--- config.mk ---
export PLATFORM = sky130hd
export DESIGN_NAME = rsp_row_pixel_chain
export DESIGN_NICKNAME = d
export VERILOG_FILES = /design/src/verilog/rsp_pkg.sv /design/src/verilog/rsp_row_pixel_chain.sv
export SDC_FILE = /design/constraint.sdc
export NUM_CORES = 2
export LEC_CHECK = 0
export BUFFER_PORTS_ARGS = -buffer_cell sky130_fd_sc_hd__buf_2
export CAP_MARGIN = 25
export CORE_UTILIZATION = 25
export CTS_BUF_LIST = sky130_fd_sc_hd__clkbuf_2 sky130_fd_sc_hd__clkbuf_4 sky130_fd_sc_hd__clkbuf_8
export DETAILED_ROUTE_END_ITERATION = 12
export PLACE_DENSITY = 0.37
export SLEW_MARGIN = 0
export SYNTH_ARGS = -nofsm -noshare
export SYNTH_HDL_FRONTEND = slang
export SYNTH_SLANG_ARGS = --single-unit
--- constraint.sdc ---
create_clock -name mclk_i -period 303 [get_ports mclk_i]
set_clock_uncertainty 0.15 [all_clocks]
set_input_delay 15.15 -clock mclk_i [delete_from_list [all_inputs] [get_ports mclk_i]]
set_output_delay 15.15 -clock mclk_i [all_outputs]
set_load 0.005 [all_outputs]
--- src/verilog/rsp_pkg.sv ---
// constants shared by the row sub-sample and pixel output chain
// assumes a single 250 MHz clock and pulse-type sequencing inputs
package rsp_pkg;
  localparam int CLK_MHZ = 250;
  localparam int ROW_W = 10;
  localparam int CODE_W = 10;
  localparam int GAIN_W = 4;
  localparam int OFS_W = 7;
  localparam int AMP_W = 7;
  localparam int CFG_W = 8;
  localparam int PIX_W = 11;
  localparam int GX_W = 11;
  // image-core configuration bit positions
  localparam int CFG_DECIM_BIT = 5;
  localparam int CFG_SWAP1_BIT = 6;
  localparam int CFG_SWAP2_BIT = 7;
  // row pointer steps and group layout
  localparam logic [ROW_W-1:0] ROW_STEP = 10'h001;
  localparam logic [ROW_W-1:0] ROW_PAIR_SKIP = 10'h003;
  localparam logic [1:0] GRP_ROW0 = 2'h0;
  localparam logic [1:0] GRP_ROW1 = 2'h1;
  localparam logic [1:0] GRP_ROW2 = 2'h2;
  localparam logic [1:0] GRP_ROW3 = 2'h3;
  // analog settle time after a pixel step
  localparam int SETTLE_NS = 20;
  localparam int SETTLE_CYC = (SETTLE_NS * CLK_MHZ + 999) / 1000;
  localparam logic [2:0] SETTLE_LOAD = 3'(SETTLE_CYC - 1);
  localparam logic [2:0] SETTLE_LAST = 3'h1;
  // converter nominal rate and pipeline depth
  localparam int CONV_MSPS = 40;
  localparam int CONV_LAT = 2;
  // non-linear law, coefficients scaled by 1000 (a = 5, b = 0.027)
  localparam logic [39:0] GAMMA_A = 40'd5000;
  localparam logic [39:0] GAMMA_B = 40'd27;
  localparam logic [39:0] CODE_FULL = 40'd1023;
  localparam logic [39:0] GAMMA_DEN = GAMMA_A * CODE_FULL + GAMMA_B * CODE_FULL * CODE_FULL;
  // dc gain per code, times 100
  localparam logic [GX_W-1:0] GAIN_X100 [16] = '{
    11'd137, 11'd162, 11'd196, 11'd233, 11'd276, 11'd350, 11'd425, 11'd520,
    11'd625, 11'd789, 11'd921, 11'd1100, 11'd1137, 11'd1184, 11'd1232, 11'd1242};
  localparam logic [GAIN_W-1:0] GAIN_MID_CODE = 4'h8;
endpackage : rsp_pkg

--- src/verilog/rsp_row_pixel_chain.sv ---
// row pointer sub-sampling, amplifier setting latch, pixel settle timing and converter pipeline
// assumes all inputs synchronous to mclk_i; conv_clk_i is the converter clock level, sampled here
//
// What this block does
// - no decimation: pointer advances one row
// - decimation, no swap: pattern XXOOXXOO
// - first swap only: pattern XOXOXOXO
// - second swap only: pattern OXOXOXOX
// - both swaps: pattern OOXXOOXX
// - decimation: only pairs 0-1, 4-5 addressable
// - 4-bit gain code, exponential steps
// - 7-bit offset codes, linear between references
// - gain 1.37 at 0000 to 12.42
// - coarse common offset, fine even/odd offset
// - pixel step, output settles 20 ns later
// - converter word two converter cycles later
// - one 10-bit sample per conversion clock
// - linear or dark-expanding non-linear law
// - non-linear law with a=5, b=0.027
// - decimate and swaps are config bits 5-7
// - gain in low bits of amplifier setting
`timescale 1ns/100ps
module rsp_row_pixel_chain (
  input wire logic mclk_i,
  input wire logic rst_n_i,
  input wire logic [rsp_pkg::CFG_W-1:0] core_cfg_i,
  input wire logic [rsp_pkg::AMP_W-1:0] amp_setting_i,
  input wire logic [rsp_pkg::OFS_W-1:0] coarse_offset_code_i,
  input wire logic [rsp_pkg::OFS_W-1:0] fine_offset_code_i,
  input wire logic gamma_enable_i,
  input wire logic frame_start_i,
  input wire logic [rsp_pkg::ROW_W-1:0] row_start_i,
  input wire logic row_step_i,
  input wire logic pixel_step_i,
  input wire logic conv_clk_i,
  input wire logic [rsp_pkg::CODE_W-1:0] conv_level_i,
  output logic [rsp_pkg::ROW_W-1:0] row_select_o,
  output logic row_decimate_enable_o,
  output logic [rsp_pkg::GAIN_W-1:0] gain_code_o,
  output logic [rsp_pkg::GX_W-1:0] gain_x100_o,
  output logic [rsp_pkg::OFS_W-1:0] coarse_offset_code_o,
  output logic [rsp_pkg::OFS_W-1:0] fine_offset_code_o,
  output logic [rsp_pkg::PIX_W-1:0] pixel_count_o,
  output logic amp_settled_o,
  output logic [rsp_pkg::CODE_W-1:0] pixel_word_o,
  output logic pixel_word_valid_o
);
  import rsp_pkg::*;

  // row map: first swap exchanges group rows 1 and 2, second swap exchanges rows 0 and 3
  function automatic logic [ROW_W-1:0] row_map(input logic [ROW_W-1:0] p, input logic s1, input logic s2);
    logic [1:0] g;
    g = p[1:0];
    if (s1 && g == GRP_ROW1) begin
      g = GRP_ROW2;
    end else if (s1 && g == GRP_ROW2) begin
      g = GRP_ROW1;
    end
    if (s2 && g == GRP_ROW0) begin
      g = GRP_ROW3;
    end else if (s2 && g == GRP_ROW3) begin
      g = GRP_ROW0;
    end
    return {p[ROW_W-1:2], g};
  endfunction : row_map

  // successive approximation of the largest code whose level does not exceed the input
  function automatic logic [CODE_W-1:0] gamma_code(input logic [CODE_W-1:0] lvl);
    logic [CODE_W-1:0] x;
    logic [39:0] xw;
    logic [39:0] lhs;
    logic [39:0] rhs;
    x = '0;
    xw = '0;
    lhs = '0;
    rhs = 40'(lvl) * GAMMA_DEN;
    for (int i = CODE_W - 1; i >= 0; i--) begin
      x[i] = 1'b1;
      xw = {30'h0, x};
      lhs = (GAMMA_A * xw + GAMMA_B * xw * xw) * CODE_FULL;
      if (lhs > rhs) begin
        x[i] = 1'b0;
      end
    end
    return x;
  endfunction : gamma_code

  logic [ROW_W-1:0] row_ptr_reg;
  logic [ROW_W-1:0] row_ptr_next;
  logic decim_reg;
  logic swap1_reg;
  logic swap2_reg;
  logic [2:0] settle_cnt_reg;
  logic [CODE_W-1:0] stage0_reg;
  logic [CODE_W-1:0] stage1_reg;
  logic [CONV_LAT-1:0] vld_pipe_reg;
  logic conv_clk_d_reg;

  wire frame_decim = core_cfg_i[CFG_DECIM_BIT];
  wire frame_swap1 = core_cfg_i[CFG_SWAP1_BIT];
  wire frame_swap2 = core_cfg_i[CFG_SWAP2_BIT];
  wire decim_next = frame_start_i ? frame_decim : decim_reg;
  wire swap1_next = frame_start_i ? frame_swap1 : swap1_reg;
  wire swap2_next = frame_start_i ? frame_swap2 : swap2_reg;
  wire [ROW_W-1:0] start_aligned = {row_start_i[ROW_W-1:2], GRP_ROW0};
  wire [ROW_W-1:0] ptr_plain = row_ptr_reg + ROW_STEP;
  wire [ROW_W-1:0] ptr_decim = row_ptr_reg[0] ? row_ptr_reg + ROW_PAIR_SKIP : ptr_plain;
  wire [ROW_W-1:0] row_select_next = decim_next ? row_map(row_ptr_next, swap1_next, swap2_next) : row_ptr_next;
  wire row_boundary = frame_start_i | row_step_i;
  wire [GAIN_W-1:0] gain_next = row_boundary ? amp_setting_i[GAIN_W-1:0] : gain_code_o;
  wire conv_edge = conv_clk_i & ~conv_clk_d_reg;
  wire [CODE_W-1:0] conv_word = gamma_enable_i ? gamma_code(conv_level_i) : conv_level_i;
  wire settled_next = ~pixel_step_i & ((settle_cnt_reg == SETTLE_LAST) | amp_settled_o);

  always_comb begin
    row_ptr_next = row_ptr_reg;
    if (frame_start_i) begin
      row_ptr_next = frame_decim ? start_aligned : row_start_i;
    end else if (row_step_i) begin
      row_ptr_next = decim_reg ? ptr_decim : ptr_plain;
    end
  end

  always_ff @(posedge mclk_i) begin
    if (!rst_n_i) begin
      row_ptr_reg <= '0;
      decim_reg <= 1'b0;
      swap1_reg <= 1'b0;
      swap2_reg <= 1'b0;
      row_select_o <= '0;
      row_decimate_enable_o <= 1'b0;
    end else begin
      row_ptr_reg <= row_ptr_next;
      decim_reg <= decim_next;
      swap1_reg <= swap1_next;
      swap2_reg <= swap2_next;
      row_select_o <= row_select_next;
      row_decimate_enable_o <= decim_next;
    end
  end

  // amplifier settings held for the whole row
  always_ff @(posedge mclk_i) begin
    if (!rst_n_i) begin
      gain_code_o <= '0;
      gain_x100_o <= GAIN_X100[0];
      coarse_offset_code_o <= '0;
      fine_offset_code_o <= '0;
    end else begin
      gain_code_o <= gain_next;
      gain_x100_o <= GAIN_X100[gain_next];
      if (row_boundary) begin
        coarse_offset_code_o <= coarse_offset_code_i;
        fine_offset_code_o <= fine_offset_code_i;
      end
    end
  end

  always_ff @(posedge mclk_i) begin
    if (!rst_n_i) begin
      settle_cnt_reg <= '0;
      amp_settled_o <= 1'b0;
      pixel_count_o <= '0;
    end else begin
      if (pixel_step_i) begin
        settle_cnt_reg <= SETTLE_LOAD;
      end else if (settle_cnt_reg != '0) begin
        settle_cnt_reg <= settle_cnt_reg - SETTLE_LAST;
      end
      amp_settled_o <= settled_next;
      if (row_boundary) begin
        pixel_count_o <= '0;
      end else if (pixel_step_i) begin
        pixel_count_o <= pixel_count_o + 11'h001;
      end
    end
  end

  // converter pipeline: sample, one stage, output, all on converter clock edges
  always_ff @(posedge mclk_i) begin
    if (!rst_n_i) begin
      conv_clk_d_reg <= 1'b0;
      stage0_reg <= '0;
      stage1_reg <= '0;
      vld_pipe_reg <= '0;
      pixel_word_o <= '0;
      pixel_word_valid_o <= 1'b0;
    end else begin
      conv_clk_d_reg <= conv_clk_i;
      pixel_word_valid_o <= conv_edge & vld_pipe_reg[1];
      if (conv_edge) begin
        stage0_reg <= conv_word;
        stage1_reg <= stage0_reg;
        pixel_word_o <= stage1_reg;
        vld_pipe_reg <= {vld_pipe_reg[0], 1'b1};
      end
    end
  end

  property p_row_plain;
    @(posedge mclk_i) disable iff (!rst_n_i)
    row_step_i && !frame_start_i && !decim_reg |=> row_ptr_reg == $past(row_ptr_reg) + ROW_STEP;
  endproperty
  a_row_plain: assert property (p_row_plain) else $error("row pointer did not advance by one");
  property p_pat_base;
    @(posedge mclk_i) disable iff (!rst_n_i)
    decim_reg && !swap1_reg && !swap2_reg |-> row_select_o[1] == 1'b0;
  endproperty
  a_pat_base: assert property (p_pat_base) else $error("base decimation selected rows 2 or 3");
  property p_pat_swap1;
    @(posedge mclk_i) disable iff (!rst_n_i)
    decim_reg && swap1_reg && !swap2_reg |-> row_select_o[0] == 1'b0;
  endproperty
  a_pat_swap1: assert property (p_pat_swap1) else $error("first swap selected an odd row");
  property p_pat_swap2;
    @(posedge mclk_i) disable iff (!rst_n_i)
    decim_reg && !swap1_reg && swap2_reg |-> row_select_o[0] == 1'b1;
  endproperty
  a_pat_swap2: assert property (p_pat_swap2) else $error("second swap selected an even row");
  property p_pat_both;
    @(posedge mclk_i) disable iff (!rst_n_i)
    decim_reg && swap1_reg && swap2_reg |-> row_select_o[1] == 1'b1;
  endproperty
  a_pat_both: assert property (p_pat_both) else $error("both swaps selected rows 0 or 1");
  property p_pair_addr;
    @(posedge mclk_i) disable iff (!rst_n_i)
    decim_reg |-> row_ptr_reg[1] == 1'b0;
  endproperty
  a_pair_addr: assert property (p_pair_addr) else $error("pointer left the addressable pairs");
  property p_settle;
    @(posedge mclk_i) disable iff (!rst_n_i)
    pixel_step_i ##1 (!pixel_step_i)[*4] |=> amp_settled_o && !$past(amp_settled_o);
  endproperty
  a_settle: assert property (p_settle) else $error("settle flag not raised five cycles after step");
  property p_gain_hold;
    @(posedge mclk_i) disable iff (!rst_n_i)
    !row_boundary |=> $stable(gain_code_o) && $stable(coarse_offset_code_o) && $stable(fine_offset_code_o);
  endproperty
  a_gain_hold: assert property (p_gain_hold) else $error("amplifier setting changed inside a row");
  property p_gain_mid;
    @(posedge mclk_i) disable iff (!rst_n_i)
    gain_code_o == GAIN_MID_CODE |-> gain_x100_o == 11'd625;
  endproperty
  a_gain_mid: assert property (p_gain_mid) else $error("mid gain code not 6.25");
  property p_conv_lat;
    @(posedge mclk_i) disable iff (!rst_n_i)
    conv_edge |=> pixel_word_o == $past(stage1_reg) && stage1_reg == $past(stage0_reg);
  endproperty
  a_conv_lat: assert property (p_conv_lat) else $error("converter pipeline did not shift on an edge");
  property p_word_hold;
    @(posedge mclk_i) disable iff (!rst_n_i)
    !conv_edge |=> $stable(pixel_word_o);
  endproperty
  a_word_hold: assert property (p_word_hold) else $error("pixel word changed between converter edges");
  property p_valid_idle;
    @(posedge mclk_i) disable iff (!rst_n_i)
    !conv_edge |=> !pixel_word_valid_o;
  endproperty
  a_valid_idle: assert property (p_valid_idle) else $error("word valid raised without a converter edge");
  property p_valid_third;
    @(posedge mclk_i) disable iff (!rst_n_i)
    conv_edge && vld_pipe_reg[1] |=> pixel_word_valid_o;
  endproperty
  a_valid_third: assert property (p_valid_third) else $error("filled pipeline gave no word valid");
  property p_start_align;
    @(posedge mclk_i) disable iff (!rst_n_i)
    frame_start_i && frame_decim |=> row_ptr_reg[1:0] == GRP_ROW0 && row_decimate_enable_o;
  endproperty
  a_start_align: assert property (p_start_align) else $error("decimated frame started off a pair");
  property p_decim_skip;
    @(posedge mclk_i) disable iff (!rst_n_i)
    row_step_i && !frame_start_i && decim_reg && row_ptr_reg[0] |=> row_ptr_reg == $past(row_ptr_reg) + ROW_PAIR_SKIP;
  endproperty
  a_decim_skip: assert property (p_decim_skip) else $error("decimation did not skip two rows");
  property p_gain_table;
    @(posedge mclk_i) disable iff (!rst_n_i)
    gain_x100_o == GAIN_X100[gain_code_o];
  endproperty
  a_gain_table: assert property (p_gain_table) else $error("dc gain does not match gain code");
  property p_settle_drop;
    @(posedge mclk_i) disable iff (!rst_n_i)
    pixel_step_i |=> !amp_settled_o;
  endproperty
  a_settle_drop: assert property (p_settle_drop) else $error("settle flag stayed high over a pixel step");
  property p_count_clear;
    @(posedge mclk_i) disable iff (!rst_n_i)
    row_boundary |=> pixel_count_o == '0;
  endproperty
  a_count_clear: assert property (p_count_clear) else $error("pixel count not cleared at row boundary");
  property p_cfg_hold;
    @(posedge mclk_i) disable iff (!rst_n_i)
    !frame_start_i |=> $stable(row_decimate_enable_o);
  endproperty
  a_cfg_hold: assert property (p_cfg_hold) else $error("decimation mode changed inside a frame");
  property p_valid_edge;
    @(posedge mclk_i) disable iff (!rst_n_i)
    pixel_word_valid_o |-> $past(conv_edge) && $past(vld_pipe_reg[1]);
  endproperty
  a_valid_edge: assert property (p_valid_edge) else $error("word valid without a converter edge");
  property p_linear;
    @(posedge mclk_i) disable iff (!rst_n_i)
    conv_edge && !gamma_enable_i |=> stage0_reg == $past(conv_level_i);
  endproperty
  a_linear: assert property (p_linear) else $error("linear law did not pass the level");
  c_decim_both: cover property (@(posedge mclk_i) decim_reg && swap1_reg && swap2_reg && row_step_i);
  c_word_out: cover property (@(posedge mclk_i) pixel_word_valid_o && gamma_enable_i);
  c_settled: cover property (@(posedge mclk_i) $rose(amp_settled_o));
  c_decim_base: cover property (@(posedge mclk_i) decim_reg && !swap1_reg && !swap2_reg && row_step_i);
  c_word_lin: cover property (@(posedge mclk_i) pixel_word_valid_o && !gamma_enable_i);
endmodule : rsp_row_pixel_chain

==> impl_metrics.csv <==
group,metric,value,unit
status,status,"finished, final reports clean",
clocking,cts_tree,"built",
synth,netlist.area_leader.share,32.5,%
floorplan,dieArea,286000,um2
floorplan,coreArea,282000,um2
synth,synth-seq-cells,93,
clocking,worstSkewPairLatency,0.38,ns
job,maxCapViolations,0,
synth,synthCells,8123,
finish,reg_top3,"gain_x100_o x11, pixel_count_o x11",
sta,slew_viol_final,0,
clocking,cts_sinks,93,
grt,grt_usage,16.6,%
floorplan,row_count,195,
drt,dr.pass1.iters,5,
critical_path,crit_arrival,133.43,ns
finish,finish.utilization,27.2,%
critical_path,start_kind,"primary input",
critical_path,r2r_cells,7,
clocking,hold_buffers,0,
clocking,cts_made_buffers,9,
sta,rsz0062_at_grt,"false",
hold_path,hold-path-cell-count,2,
grt,grt_pass1_wl,361000,um
sta,worst_slew_pin_slew,1.09,ns
hold_path,hold_path_class,"flop to flop",
sta,max_clock_freq,0.00750,GHz
finish,drive_above_1_share,4.46,%
placement,io_buffer_count,110,
drt,routed_wl,237000,um
synth,synth_edf_count,0,
synth,synth_ff_type,"dfxtp_1",
clocking,post_cts_buffers,0,
floorplan,die-height,535,um
synth,synth_area,71000,um2
sta,hold_viol_final,0,
synth,syn_area_per_cell,8.74,um2
floorplan,initial_core_util,25.1,%
clocking,cts-root-buf,"clkbuf_8",
synth,netlist_top_cells_area,"fa_1 33%, ha_1 23%, inv_1 9.0%",
floorplan,die_w,535,um
critical_path,slowest_stage,"xor2_1",
drt,ant_nets,0,
grt,grt_max_degree,65,
synth,yosysSeqAreaShare,2.62,%
drt,post_drt_wl_per_cell,19.8,um
finish,layout.nets,10700,
synth,synthArstFlopShare,0,%
drt,drcViolationCount,0,
placement,place.gp.congestion,0.860,
critical_path,crit_required,303.10,ns
grt,grt_pass1_vias,57600,
clocking,cts_buffer_depth,2,
finish,fillers,30500,
clocking,cts_max_level,3,
drt,drtIter0Drc,2538,
placement,dp_hpwl,201000,um
critical_path,end_kind,"flop",
synth,netlist.top_cell.by_area,"fa_1",
clocking,post_cts_resize_count,0,
critical_path,cp_slowest_stage_delay,0.81,ns
critical_path,crit_type,"primary input to flop",
synth,ys_types,120,
grt,antenna_found_initial,8,
synth,ys.warnings.count,0,
drt,vias_per_cell,4.57,
finish,area_growth,8.23,%
sta,slew_headroom,27.5,%
floorplan,io_pins,119,
drt,vias,54700,
sta,setup_tns,0,ns
clocking,clk_pin_slew_worst_paths,0.10,ns
sta,setup_viol,0,
critical_path,crit_top_cell,"fa_1",
critical_path,cp_max_fo,29,
grt,overflow,0,
sta,period_share,44.0,%
sta,period_minus_slack,133.33,ns
## layout by cell type, fill, tap and decap left out, types with 102 or more instances in the layout
cell type,synthesis,layout
o21bai_1,109,109
nand2_1,502,502
a21oi_1,435,435
xor2_1,149,148
buf_4,11,102
inv_1,1709,1708
a21o_1,229,229
xnor2_1,428,419
o21ai_0,253,252
nor2_1,530,529
fa_1,1153,1153
buf_2,10,111
ha_1,1294,1293
## per-stage QoR
| step | instances | cell area [um2] | setup slack, ns | hold slack (ns) |
|---|---|---|---|---|
| floorplan | 8127 | 71000 | 183.03 | 0.279 |
| global placement | 11900 | 76500 | 167.54 | 0.291 |
| detailed placement | 11900 | 76600 | 167.45 | 0.294 |
| CTS | 12000 | 76700 | 167.49 | 0.301 |
| global route | 12000 | 76800 | 160.98 | 0.325 |
| finish | 12000 | 76800 | 169.67 | 0.304 |
## critical path: cells and delay by family
family                     cells  cell delay, ns
adders and majority gates    115           50.85
xor gates and xnor gates      35           12.10
and+or+nand+nor               70           13.51
AOI/OAI and AO/OA            139           30.57
buffers and inverters         72           10.86
## logic make-up after synthesis
family                     Yosys count  synth area share (%)
and+or+nand+nor                   1654                  10.9
xor gates and xnor gates           584                  7.31
muxes                               19                 0.280
DFF                                 93                  2.62
buffers and inverters             1857                  9.90
AOI/OAI and AO/OA                 1454                  13.5
adders and majority gates         2460                  55.5
other                                2                0.0106
## Yosys cell counts, types with 93 or more instances
master       n
ha_1      1294
xor2_1     149
dfxtp_1     93
nor3_1      94
nor2_1     530
nand2_1    502
a21oi_1    435
fa_1      1153
o21bai_1   109
o21ai_0    253
xnor2_1    428
a21o_1     229
inv_1     1709
## metal layers
layer / vias up / wire (um) / global-route usage (%)
met5: - / 13 / 0
met4: 2 / 3090 / 2.08
met3: 99 / 5600 / 0.800
met2: 676 / 112000 / 28.4
met1: 27400 / 116000 / 23.4
li1: 26400 / - / -
## cell type report
class                           instances  area (um2)  area share [%]
Clock buffer                           13         179           0.233
Clock inverter                          3        17.5          0.0228
Inverter                             1721        6460            8.42
Sequential cell                        93        1860            2.42
Multi-Input combinational cell       6177       62200            81.0
Tap cell                             3743        4680            6.10
Antenna cell                            7        17.5          0.0228
Timing Repair Buffer                  215        1350            1.75
## worst paths after layout
path	from	end	slack, ns
worst max register to register	row_ptr_reg[0]$_SDFF_PN0_	row_select_o[1]$_SDFF_PN0_	300.70
worst max-delay path	conv_level_i[8]	stage0_reg[0]$_SDFFE_PN0P_	169.67
worst min register to register	stage0_reg[6]$_SDFFE_PN0P_	stage1_reg[6]$_SDFFE_PN0P_	0.30
worst min-delay path	stage0_reg[6]$_SDFFE_PN0P_	stage1_reg[6]$_SDFFE_PN0P_	0.30
Power is left out: the tool's default activity adds up to more than one toggle a clock period on the data nets, which glitch-free logic cannot reach.
